File: config.mk
export PLATFORM = sky130hd
export DESIGN_NAME = smpsc_top
export DESIGN_NICKNAME = d
export VERILOG_FILES = /design/src/rtl/smpsc_pkg.sv /design/src/rtl/smpsc_clkdiv.sv /design/src/rtl/smpsc_top.sv
export SDC_FILE = /design/constraint.sdc
export NUM_CORES = 1
export LEC_CHECK = 0
export ABC_AREA = 1
export BUFFER_PORTS_ARGS = -buffer_cell sky130_fd_sc_hd__buf_2
export CORE_MARGIN = 5
export CORE_UTILIZATION = 48
export DETAILED_ROUTE_END_ITERATION = 8
export GPL_ROUTABILITY_DRIVEN = 1
export PLACE_DENSITY_LB_ADDON = 0.12
export RECOVER_POWER = 50
export REMOVE_ABC_BUFFERS = 1
export SLEW_MARGIN = 20
export SYNTH_ARGS = -nofsm -noshare
export SYNTH_HDL_FRONTEND = slang
export SYNTH_SLANG_ARGS = --single-unit
File: constraint.sdc
create_clock -name clk -period 2.4 [get_ports clk]
set_input_delay 0.48 -clock clk [delete_from_list [all_inputs] [get_ports clk]]
set_output_delay 0.48 -clock clk [all_outputs]
set_load 0.1 [all_outputs]
File: src/rtl/smpsc_pkg.sv
package smpsc_pkg;

  // Register offsets, word addressed by index
  localparam logic [3:0] OFS_LEVEL   = 4'h0;
  localparam logic [3:0] OFS_CLOCK   = 4'h1;
  localparam logic [3:0] OFS_BYPASS  = 4'h2;
  localparam logic [3:0] OFS_REG     = 4'h3;
  localparam logic [3:0] OFS_STATUS  = 4'h4;
  localparam logic [3:0] OFS_VOUT    = 4'h5;

  // Field positions
  localparam int CLK_FIX8_BIT   = 0;
  localparam int CLK_VAR_EN_BIT = 1;
  localparam int CLK_DIV_LSB    = 4;
  localparam int CLK_CDF_LSB    = 8;
  localparam int REG_LP_HI_BIT  = 0;
  localparam int REG_FORCE_BIT  = 1;
  localparam int REG_STOP_BIT   = 2;

  // Reset values and divider limits
  localparam logic [3:0] LEVEL_RST    = 4'h0;
  localparam logic [4:0] DIV_RST      = 5'h08;
  localparam logic [4:0] DIV_MIN      = 5'h08;
  localparam logic [4:0] DIV_MAX      = 5'h10;

  // Output voltage limits in units of 100 mV, and first level code above the minimum
  localparam logic [4:0] VOUT_MIN     = 5'h0c;
  localparam logic [4:0] VOUT_MAX     = 5'h18;
  localparam logic [3:0] CODE_FIRST   = 4'h3;

  // Fixed converter clock rates from 50 MHz system clock
  localparam int CLK_HZ   = 50_000_000;
  localparam int F4_HZ    = 4_000_000;
  localparam int F8_HZ    = 8_000_000;
  localparam int DIV4_CNT = CLK_HZ / F4_HZ;
  localparam int DIV8_CNT = CLK_HZ / F8_HZ;

  // Radio power cap in static bypass, dBm
  localparam logic [7:0] TX_CAP_DBM = 8'h0e;

  typedef enum logic [1:0] {
    SMPSC_BP_NONE,
    SMPSC_BP_STATIC,
    SMPSC_BP_DYNAMIC
  } smpsc_bypass_t;

endpackage

File: src/rtl/smpsc_clkdiv.sv
`timescale 1ns/1ps
module smpsc_clkdiv #(
  parameter int W = 5
) (
  input  wire logic         clk,
  input  wire logic         rst,
  input  wire logic         run,
  input  wire logic [W-1:0] ratio,
  output logic              clk_out,
  output logic              tick
);

  logic [W-1:0] cnt_r;
  logic [W-1:0] ratio_r;
  logic [W-1:0] half;
  logic         wrap;

  assign half = ratio_r >> 1;
  assign wrap = (cnt_r >= ratio_r - 1'b1);
  assign tick = run && wrap;

  // Ratio is taken at a period boundary, and on every cycle while run is low
  always_ff @(posedge clk or posedge rst) begin
    if (rst) begin
      cnt_r   <= '0;
      ratio_r <= W'(smpsc_pkg::DIV_RST);
      clk_out <= 1'b0;
    end else if (!run) begin
      cnt_r   <= '0;
      ratio_r <= ratio;
      clk_out <= 1'b0;
    end else if (wrap) begin
      cnt_r   <= '0;
      ratio_r <= ratio;
      clk_out <= 1'b1;
    end else begin
      cnt_r   <= cnt_r + 1'b1;
      clk_out <= (cnt_r + 1'b1 < half);
    end
  end

endmodule

File: src/rtl/smpsc_top.sv
`timescale 1ns/1ps
module smpsc_top (
  input  wire logic        clk,
  input  wire logic        rst,
  input  wire logic [3:0]  addr,
  input  wire logic [31:0] wdata,
  input  wire logic        wr,
  input  wire logic        rd,
  output logic      [31:0] rdata,
  input  wire logic        no_converter,
  input  wire logic        startup_done,
  input  wire logic        stop_req,
  output logic             conv_enable,
  output logic             conv_clk,
  output logic [3:0]       conv_level,
  output logic [4:0]       conv_vout_dv,
  output logic             static_switch_on,
  output logic             bypass_reg_on,
  output logic [3:0]       bypass_reg_level,
  output logic             current_limit_on,
  output logic [7:0]       tx_power_cap,
  output logic             tx_cap_active,
  output logic             main_regulator_on,
  output logic             low_power_regulator_on,
  output logic             low_power_regulator_to_outer,
  output logic             low_power_regulator_high,
  output logic             inner_core_domain_on,
  output logic             outer_core_domain_on
);

  // Level code to output voltage in 100 mV units
  function automatic logic [4:0] level_to_dv(input logic [3:0] code);
    logic [4:0] v;
    v = 5'(code) + 5'h0a;
    if (code < smpsc_pkg::CODE_FIRST)
      v = smpsc_pkg::VOUT_MIN;
    if (v > smpsc_pkg::VOUT_MAX)
      v = smpsc_pkg::VOUT_MAX;
    return v;
  endfunction

  logic [3:0]  converter_level_code_r;
  logic        fix8_r;
  logic        variable_ratio_enable_r;
  logic [4:0]  variable_ratio_divider_r;
  logic [3:0]  converter_divider_field_r;
  logic [1:0]  bypass_req_r;
  logic        lp_high_r;
  logic        retention_high_voltage_force_r;
  logic        stop_sw_r;
  logic        static_latched_r;
  logic        started_r;
  logic [31:0] rdata_nxt;
  logic        in_stop;
  logic        dyn_bypass;
  logic        any_bypass;
  logic        conv_on;
  logic [4:0]  div_sel;
  logic [4:0]  div_clamped;
  logic        retention_voltage_status;
  logic        wr_level;
  logic        wr_clock;
  logic        wr_bypass;
  logic        wr_reg;

  assign wr_level  = wr && (addr == smpsc_pkg::OFS_LEVEL);
  assign wr_clock  = wr && (addr == smpsc_pkg::OFS_CLOCK);
  assign wr_bypass = wr && (addr == smpsc_pkg::OFS_BYPASS);
  assign wr_reg    = wr && (addr == smpsc_pkg::OFS_REG);

  always_ff @(posedge clk or posedge rst) begin
    if (rst) begin
      converter_level_code_r         <= smpsc_pkg::LEVEL_RST;
      fix8_r                         <= 1'b0;
      variable_ratio_enable_r        <= 1'b0;
      variable_ratio_divider_r       <= smpsc_pkg::DIV_RST;
      converter_divider_field_r      <= 4'h0;
      bypass_req_r                   <= 2'h0;
      lp_high_r                      <= 1'b0;
      retention_high_voltage_force_r <= 1'b0;
      stop_sw_r                      <= 1'b0;
    end else begin
      if (wr_level)
        converter_level_code_r <= wdata[3:0];
      if (wr_clock) begin
        fix8_r                    <= wdata[smpsc_pkg::CLK_FIX8_BIT];
        variable_ratio_enable_r   <= wdata[smpsc_pkg::CLK_VAR_EN_BIT];
        variable_ratio_divider_r  <= wdata[smpsc_pkg::CLK_DIV_LSB +: 5];
        converter_divider_field_r <= wdata[smpsc_pkg::CLK_CDF_LSB +: 4];
      end
      if (wr_bypass)
        bypass_req_r <= wdata[1:0];
      if (wr_reg) begin
        lp_high_r                      <= wdata[smpsc_pkg::REG_LP_HI_BIT];
        retention_high_voltage_force_r <= wdata[smpsc_pkg::REG_FORCE_BIT];
        stop_sw_r                      <= wdata[smpsc_pkg::REG_STOP_BIT];
      end
    end
  end

  // Static bypass engages after start-up, cleared only by reset
  always_ff @(posedge clk or posedge rst) begin
    if (rst) begin
      started_r        <= 1'b0;
      static_latched_r <= 1'b0;
    end else begin
      if (startup_done)
        started_r <= 1'b1;
      if (started_r && bypass_req_r == 2'h1)
        static_latched_r <= 1'b1;
    end
  end

  assign dyn_bypass = !static_latched_r && (bypass_req_r == 2'h2);
  assign any_bypass = static_latched_r || dyn_bypass;
  assign in_stop    = stop_req || stop_sw_r;

  assign conv_on     = !no_converter && !any_bypass && !in_stop;
  assign conv_enable = conv_on;
  assign current_limit_on = any_bypass;
  assign static_switch_on = static_latched_r;
  assign bypass_reg_on    = dyn_bypass;
  assign bypass_reg_level = converter_level_code_r;
  assign conv_level       = converter_level_code_r;
  assign conv_vout_dv     = level_to_dv(converter_level_code_r);
  assign tx_cap_active    = static_latched_r;
  assign tx_power_cap     = smpsc_pkg::TX_CAP_DBM;

  // Fixed 8 MHz or 4 MHz, or variable ratio clamped to 8..16
  assign div_clamped =
    (variable_ratio_divider_r < smpsc_pkg::DIV_MIN) ? smpsc_pkg::DIV_MIN :
    (variable_ratio_divider_r > smpsc_pkg::DIV_MAX) ? smpsc_pkg::DIV_MAX :
    variable_ratio_divider_r;
  assign div_sel = variable_ratio_enable_r ? div_clamped :
                   fix8_r ? 5'(smpsc_pkg::DIV8_CNT) :
                   5'(smpsc_pkg::DIV4_CNT);

  smpsc_clkdiv #(
    .W (5)
  ) u_div (
    .clk     (clk),
    .rst     (rst),
    .run     (conv_on),
    .ratio   (div_sel),
    .clk_out (conv_clk),
    .tick    ()
  );

  assign main_regulator_on      = !in_stop;
  assign inner_core_domain_on   = !in_stop;
  assign outer_core_domain_on   = 1'b1;
  assign low_power_regulator_on = 1'b1;
  assign low_power_regulator_to_outer = in_stop;
  assign low_power_regulator_high =
    in_stop ? retention_high_voltage_force_r : lp_high_r;
  assign retention_voltage_status =
    in_stop && retention_high_voltage_force_r;

  always_comb begin
    rdata_nxt = 32'h0;
    case (addr)
      smpsc_pkg::OFS_LEVEL:  rdata_nxt[3:0] = converter_level_code_r;
      smpsc_pkg::OFS_CLOCK: begin
        rdata_nxt[smpsc_pkg::CLK_FIX8_BIT]   = fix8_r;
        rdata_nxt[smpsc_pkg::CLK_VAR_EN_BIT] = variable_ratio_enable_r;
        rdata_nxt[smpsc_pkg::CLK_DIV_LSB +: 5] = variable_ratio_divider_r;
        rdata_nxt[smpsc_pkg::CLK_CDF_LSB +: 4] = converter_divider_field_r;
      end
      smpsc_pkg::OFS_BYPASS: rdata_nxt[1:0] = bypass_req_r;
      smpsc_pkg::OFS_REG: begin
        rdata_nxt[smpsc_pkg::REG_LP_HI_BIT] = lp_high_r;
        rdata_nxt[smpsc_pkg::REG_FORCE_BIT] = retention_high_voltage_force_r;
        rdata_nxt[smpsc_pkg::REG_STOP_BIT]  = stop_sw_r;
      end
      smpsc_pkg::OFS_STATUS: begin
        rdata_nxt[0] = retention_voltage_status;
        rdata_nxt[1] = static_latched_r;
        rdata_nxt[2] = dyn_bypass;
        rdata_nxt[3] = conv_on;
        rdata_nxt[4] = in_stop;
      end
      smpsc_pkg::OFS_VOUT: rdata_nxt[4:0] = conv_vout_dv;
      default: rdata_nxt = 32'h0;
    endcase
  end

  always_ff @(posedge clk or posedge rst) begin
    if (rst)
      rdata <= 32'h0;
    else if (rd)
      rdata <= rdata_nxt;
    else
      rdata <= 32'h0;
  end

endmodule

# After elaboration in Yosys (flattened, before gate mapping)
# Index checks and enable logic that the tools add are counted.
dict set report totals {
  ff_bits 65
  in_bits 43
  out_inout_bits 65
}
dict set report op_classes {
  add_sub_neg 3
  magnitude_cmp 6
  n_eq_ne 8
  mux 19
  n_reduce_logical 16
}
# op count
set op_table {}
lappend op_table {{two-way mux 5 bit} 9}
lappend op_table {{two-way mux 12 bit} 1}
lappend op_table {{case mux 2 bit (6 select lines)} 1}
lappend op_table {{> comparator 5 bit, second input constant} 2}
lappend op_table {{logical AND 1 bit} 9}
lappend op_table {{equality test 4 x 2 -> 1 bit, second input constant} 2}
lappend op_table {{equality test 4 x 3 -> 1 bit, second input constant} 2}
lappend op_table {{two-way mux 7 bit} 1}
lappend op_table {{case mux 1 bit (3 select lines)} 2}
lappend op_table {{adder 4 x 4 -> 5 bit, second input constant} 1}
lappend op_table {{adder 5 x 1 -> 5 bit, second input constant} 1}
lappend op_table {{>= comparator 5 bit} 1}
lappend op_table {{< comparator 5 x 4 -> 1 bit} 1}
lappend op_table {{< comparator 5 x 4 -> 1 bit, second input constant} 1}
lappend op_table {{subtractor 5 x 1 -> 5 bit, second input constant} 1}
lappend op_table {{equality test 4 x 1 -> 1 bit, second input constant} 1}
lappend op_table {{logical NOT 1 bit} 4}
lappend op_table {{logical NOT 4 bit} 1}
lappend op_table {{< comparator 4 x 2 -> 1 bit, second input constant} 1}
lappend op_table {{two-way mux 4 bit} 1}
lappend op_table {{case mux 1 bit (4 select lines)} 1}
lappend op_table {{two-way mux 1 bit} 3}
lappend op_table {{equality test 2 x 1 -> 1 bit, second input constant} 1}
lappend op_table {{equality test 2 bit, second input constant} 1}
lappend op_table {{other kinds (2)} 3}

# Logic depth before layout (Yosys ltp)
dict set report depth {
  depth_word 8
  depth_mapped 14
  depth_no_buf 14
}

# By module
# From an unflattened synthesis, not the netlist that was laid out.
dict set report unflattened {
  hier_cells 342
  hier_area_um2 2686.3
}
# module instances cells_per_inst area_per_inst_um2 seq_area_each_um2
set by_module_without_submodules {}
lappend by_module_without_submodules {smpsc_top 1 243 1894.3 827.0}
lappend by_module_without_submodules {smpsc_clkdiv 1 99 792.0 276.5}

# Worst setup path before layout
# OpenSTA, ideal clock, no wires.
dict set report synth_timing {
  path_kind {register to output}
  from {reg converter_level_code_r[1] (netlist: bypass_reg_level[1])}
  to {out conv_vout_dv[0]}
  arrival_ns 4.426
  setup_slack_ns -2.506
  path_stages_with_launch 8
  cell_sequence {dfrtp_1 -> ha_1 -> nand2_1 -> nand2_1 -> nand2_1 -> nand2_1 -> inv_1 -> nor3_1}
}
dict set report synth_between {
  elab_chain_cells 4
  elab_cells_between_ends 5
}
# element line
set synth_lines {}
lappend synth_lines {{start: declaration} smpsc_top.sv:42} ;# logic [3:0] converter_level_code_r;
lappend synth_lines {{start signal: assignment} smpsc_top.sv:73} ;# converter_level_code_r <= smpsc_pkg::LEVEL_RST;
lappend synth_lines {{start signal: assignment} smpsc_top.sv:84} ;# converter_level_code_r <= wdata[3:0];
lappend synth_lines {{adder 4 x 4 -> 5 bit / < comparator 4 x 2 -> 1 bit (equally long branches)} {smpsc_top.sv:34, smpsc_top.sv:35}}
lappend synth_lines {{two-way mux 5 bit (*)} smpsc_top.sv:35} ;# if (code < smpsc_pkg::CODE_FIRST)
lappend synth_lines {{> comparator 5 bit} smpsc_top.sv:37} ;# if (v > smpsc_pkg::VOUT_MAX)
lappend synth_lines {{two-way mux 5 bit (*)} smpsc_top.sv:37}
lappend synth_lines {{end: declaration} smpsc_top.sv:16} ;# output logic [4:0] conv_vout_dv,
# Every way passes the cells marked *; elsewhere a longest branch is shown, timed or not.

# Final worst setup path
dict set report layout_timing {
  from {reg converter_level_code_r[1] (netlist: bypass_reg_level[1])}
  to {out conv_vout_dv[2]}
}
# The elaborated chain is that of the path after synthesis.

==> reports/results.tsv <==
metric	value	unit
status	complete, no violations	
setup TNS	0	ns
fill cell count	523	
Pre-antenna DRT Iters	4	
vias per inst	4.518	
minimum clock period	2.292	ns
register area	1104	um2
worst r2r path cells	15	
global route hottest layer	met2	
grt met1 use	0.1976	
Crit Path Max Fanout	5	
wirelength, routed	5392	um
antenna cell count	0	
Skew-Pair Late Insertion Delay	0.30	ns
clock skew	0.004811	ns
Root Buffer	clkbuf_8	
sequential share of the synthesized area	0.4234	
Post-synth top cells	nand2_1, inv_1, dfrtp_1	
post-synthesis cell type count	28	
DRT iter0 DRCs	65	
met2 Track Usage GR	0.2849	
final hold violation count	0	
post-cts sizing count	0	
mapped cell area	2606	um2
DRC	0	
CP Class	register to output port	
Tcrit/Tclk final	0.9552	
CTS Buffer Depth	2	
Placer Congestion	0.8211	
nets@finish	450	
die height	83.69	um
largest net degree at the start of global routing	25	
first-pass GRT wire length	9466	um
IO Count	108	
clk slew on worst S/H paths	0.08	ns
total leakage power	0.001720	uW
starting density of the core	0.5007	
max_slew headroom	0.4386	
# Max-Cap Violations	0	
number of instances in the synthesized netlist	337	
chip width	83.69	um
WHS	0.2366	ns
multi-input logic area	1119	um2
critical path launch point type	register	
async set or reset register ratio after synthesis	1.000	
# rows	26	
syn avg cell area	7.734	um2
most common flop cell mapped by yosys	dfrtp_1	
number of port buffers	57	
drt wl/cell	11.55	um
CTS tree	yes	
Final ANT Viol Nets	0	
Core Area	5205	um2
Final Max Tran Viols	0	
worst path arrival time	1.81	ns
H-tree levels	2	
Max Clock Freq	0.4362	GHz
total track usage	0.1636	
met3 Resource Use GR	0.04344	
total gr overflow	0	
EDFF count, synth	0	
initial antenna violation count	0	
Worst-Margin Slew	0.8370	ns
Crit. End Element	output port	
Die ar.	7003	um2
Via Count	2110	
vias in the first global route	2157	
CTS Buf Count	5	
clock sinks	44	
worst vdd ir	0.8845	mV
DPL Wire Length	4219	um
synthesized flop and latch total	44	
share of layout cells above drive strength 1	0.2040	
Hold Path Class	input port to async pin	
Critical Path RT	1.92	ns
number of hold buffers added after CTS	0	
Yosys top cell area share	0.4033	
synthesis-to-finish area growth	14.64	%
Ys Warns	0	
Synth area leader	dfrtp_1	
Area contributors post-synth	dfrtp_1, nand2_1, buf_4	
Post-CTS Setup Bufs	0	
most frequent cell after synthesis	nand2_1	
final setup fails	0	
pwr/cell area	909.8	nW/um2
## final timing paths
path                                      from                             end  slack, ns
max                        bypass_reg_level[1]                 conv_vout_dv[2]       0.11
min                                        rst                   u_div.clk_out       0.24
max reg2reg                   u_div.ratio_r[0]                u_div.ratio_r[2]       0.27
min reg2reg                          started_r                       started_r       0.48
max in group asynchronous                  rst  retention_high_voltage_force_r       1.21
min in group clk                  startup_done                       started_r       0.37
## per-stage QoR
step	total power [uW]	cells	util	setup WS [ns]	instance area, um2
after floorplan	1967	325	-	-3.158	2414
after global placement	2222	459	0.5570	0.2903	2899
after detailed placement	2230	459	0.5570	0.2586	2899
after CTS	2734	467	0.5757	0.01218	2997
after global routing	2871	467	0.5740	-0.01935	2988
final	2718	467	0.5740	0.1075	2988
## state kept, by name, summed over array words and instances (netlist names)
| register | flops |
|---|---|
| converter_divider_field_r | 4 |
| u_div.cnt_r | 5 |
| lp_high_r | 1 |
| variable_ratio_divider_r | 4 |
| rdata | 12 |
| static_switch_on | 1 |
| started_r | 1 |
| fix8_r | 1 |
| u_div.ratio_r | 5 |
| stop_sw_r | 1 |
| bypass_req_r | 2 |
| variable_ratio_enable_r | 1 |
| retention_high_voltage_force_r | 1 |
| u_div.clk_out | 1 |
| bypass_reg_level | 4 |
## cell type report
| cell class | count | share of cell area |
|---|---|---|
| Multi-Input combinational cell | 229 | 0.3744 |
| Clock inverter | 2 | 0.005025 |
| Clock buffer | 6 | 0.02764 |
| Tap cell | 70 | 0.02931 |
| Timing Repair Buffer | 64 | 0.1290 |
| Sequential cell | 44 | 0.3693 |
| Inverter | 52 | 0.06533 |
## power breakdown
group	leakage, uW	switching (uW)	internal, uW
Clock	0.0000434	257	233
Combinational	0.00113	1050	266
Sequential	0.000551	73.0	836
Total	0.00172	1380	1330
## metal layers
metal,vias to the layer above,part of all wire
li1,1096,-
met5,-,0
met4,0,0.012
met2,56,0.49
met1,951,0.43
met3,7,0.066
## cell usage in the layout, fill, tap and decap left out, types with 2 or more instances in the layout
master       n
buf_12       4
ha_1        11
a21oi_1     15
clkinv_1     2
nand4_1      4
dfstp_2      2
nor2_1      37
nand2_1     75
dfrtp_1     42
nor3_1       3
o21ai_0     11
buf_2       52
clkbuf_8     6
buf_4        4
nand3_1     25
inv_1       49
conb_1      30
nand2_2      3
clkbuf_1     4
clkinvlp_4   2
o21ai_1      2
xor2_1       4
## kinds of logic after synthesis
family | after synthesis | share of synthesized area
buffers and inverters | 92 | 0.1891
xor gates and xnor gates | 5 | 0.01680
adders and majority gates | 11 | 0.05281
DFF | 44 | 0.4234
AOI/OAI and AO/OA | 31 | 0.06337
other | 2 | 0.002882
and+or+nand+nor | 152 | 0.2516
## worst max-delay path, cell delays in order (launching register included)
cell and delay, ns:
dfrtp_1 0.41, ha_1 0.22, inv_1 0.05, nand2_1 0.04, nand2_1 0.06, nand2_1 0.08, nand2_1 0.15, inv_1 0.12
a21oi_2 0.19, buf_12 0.20
Power figures use the tool's default switching activity.
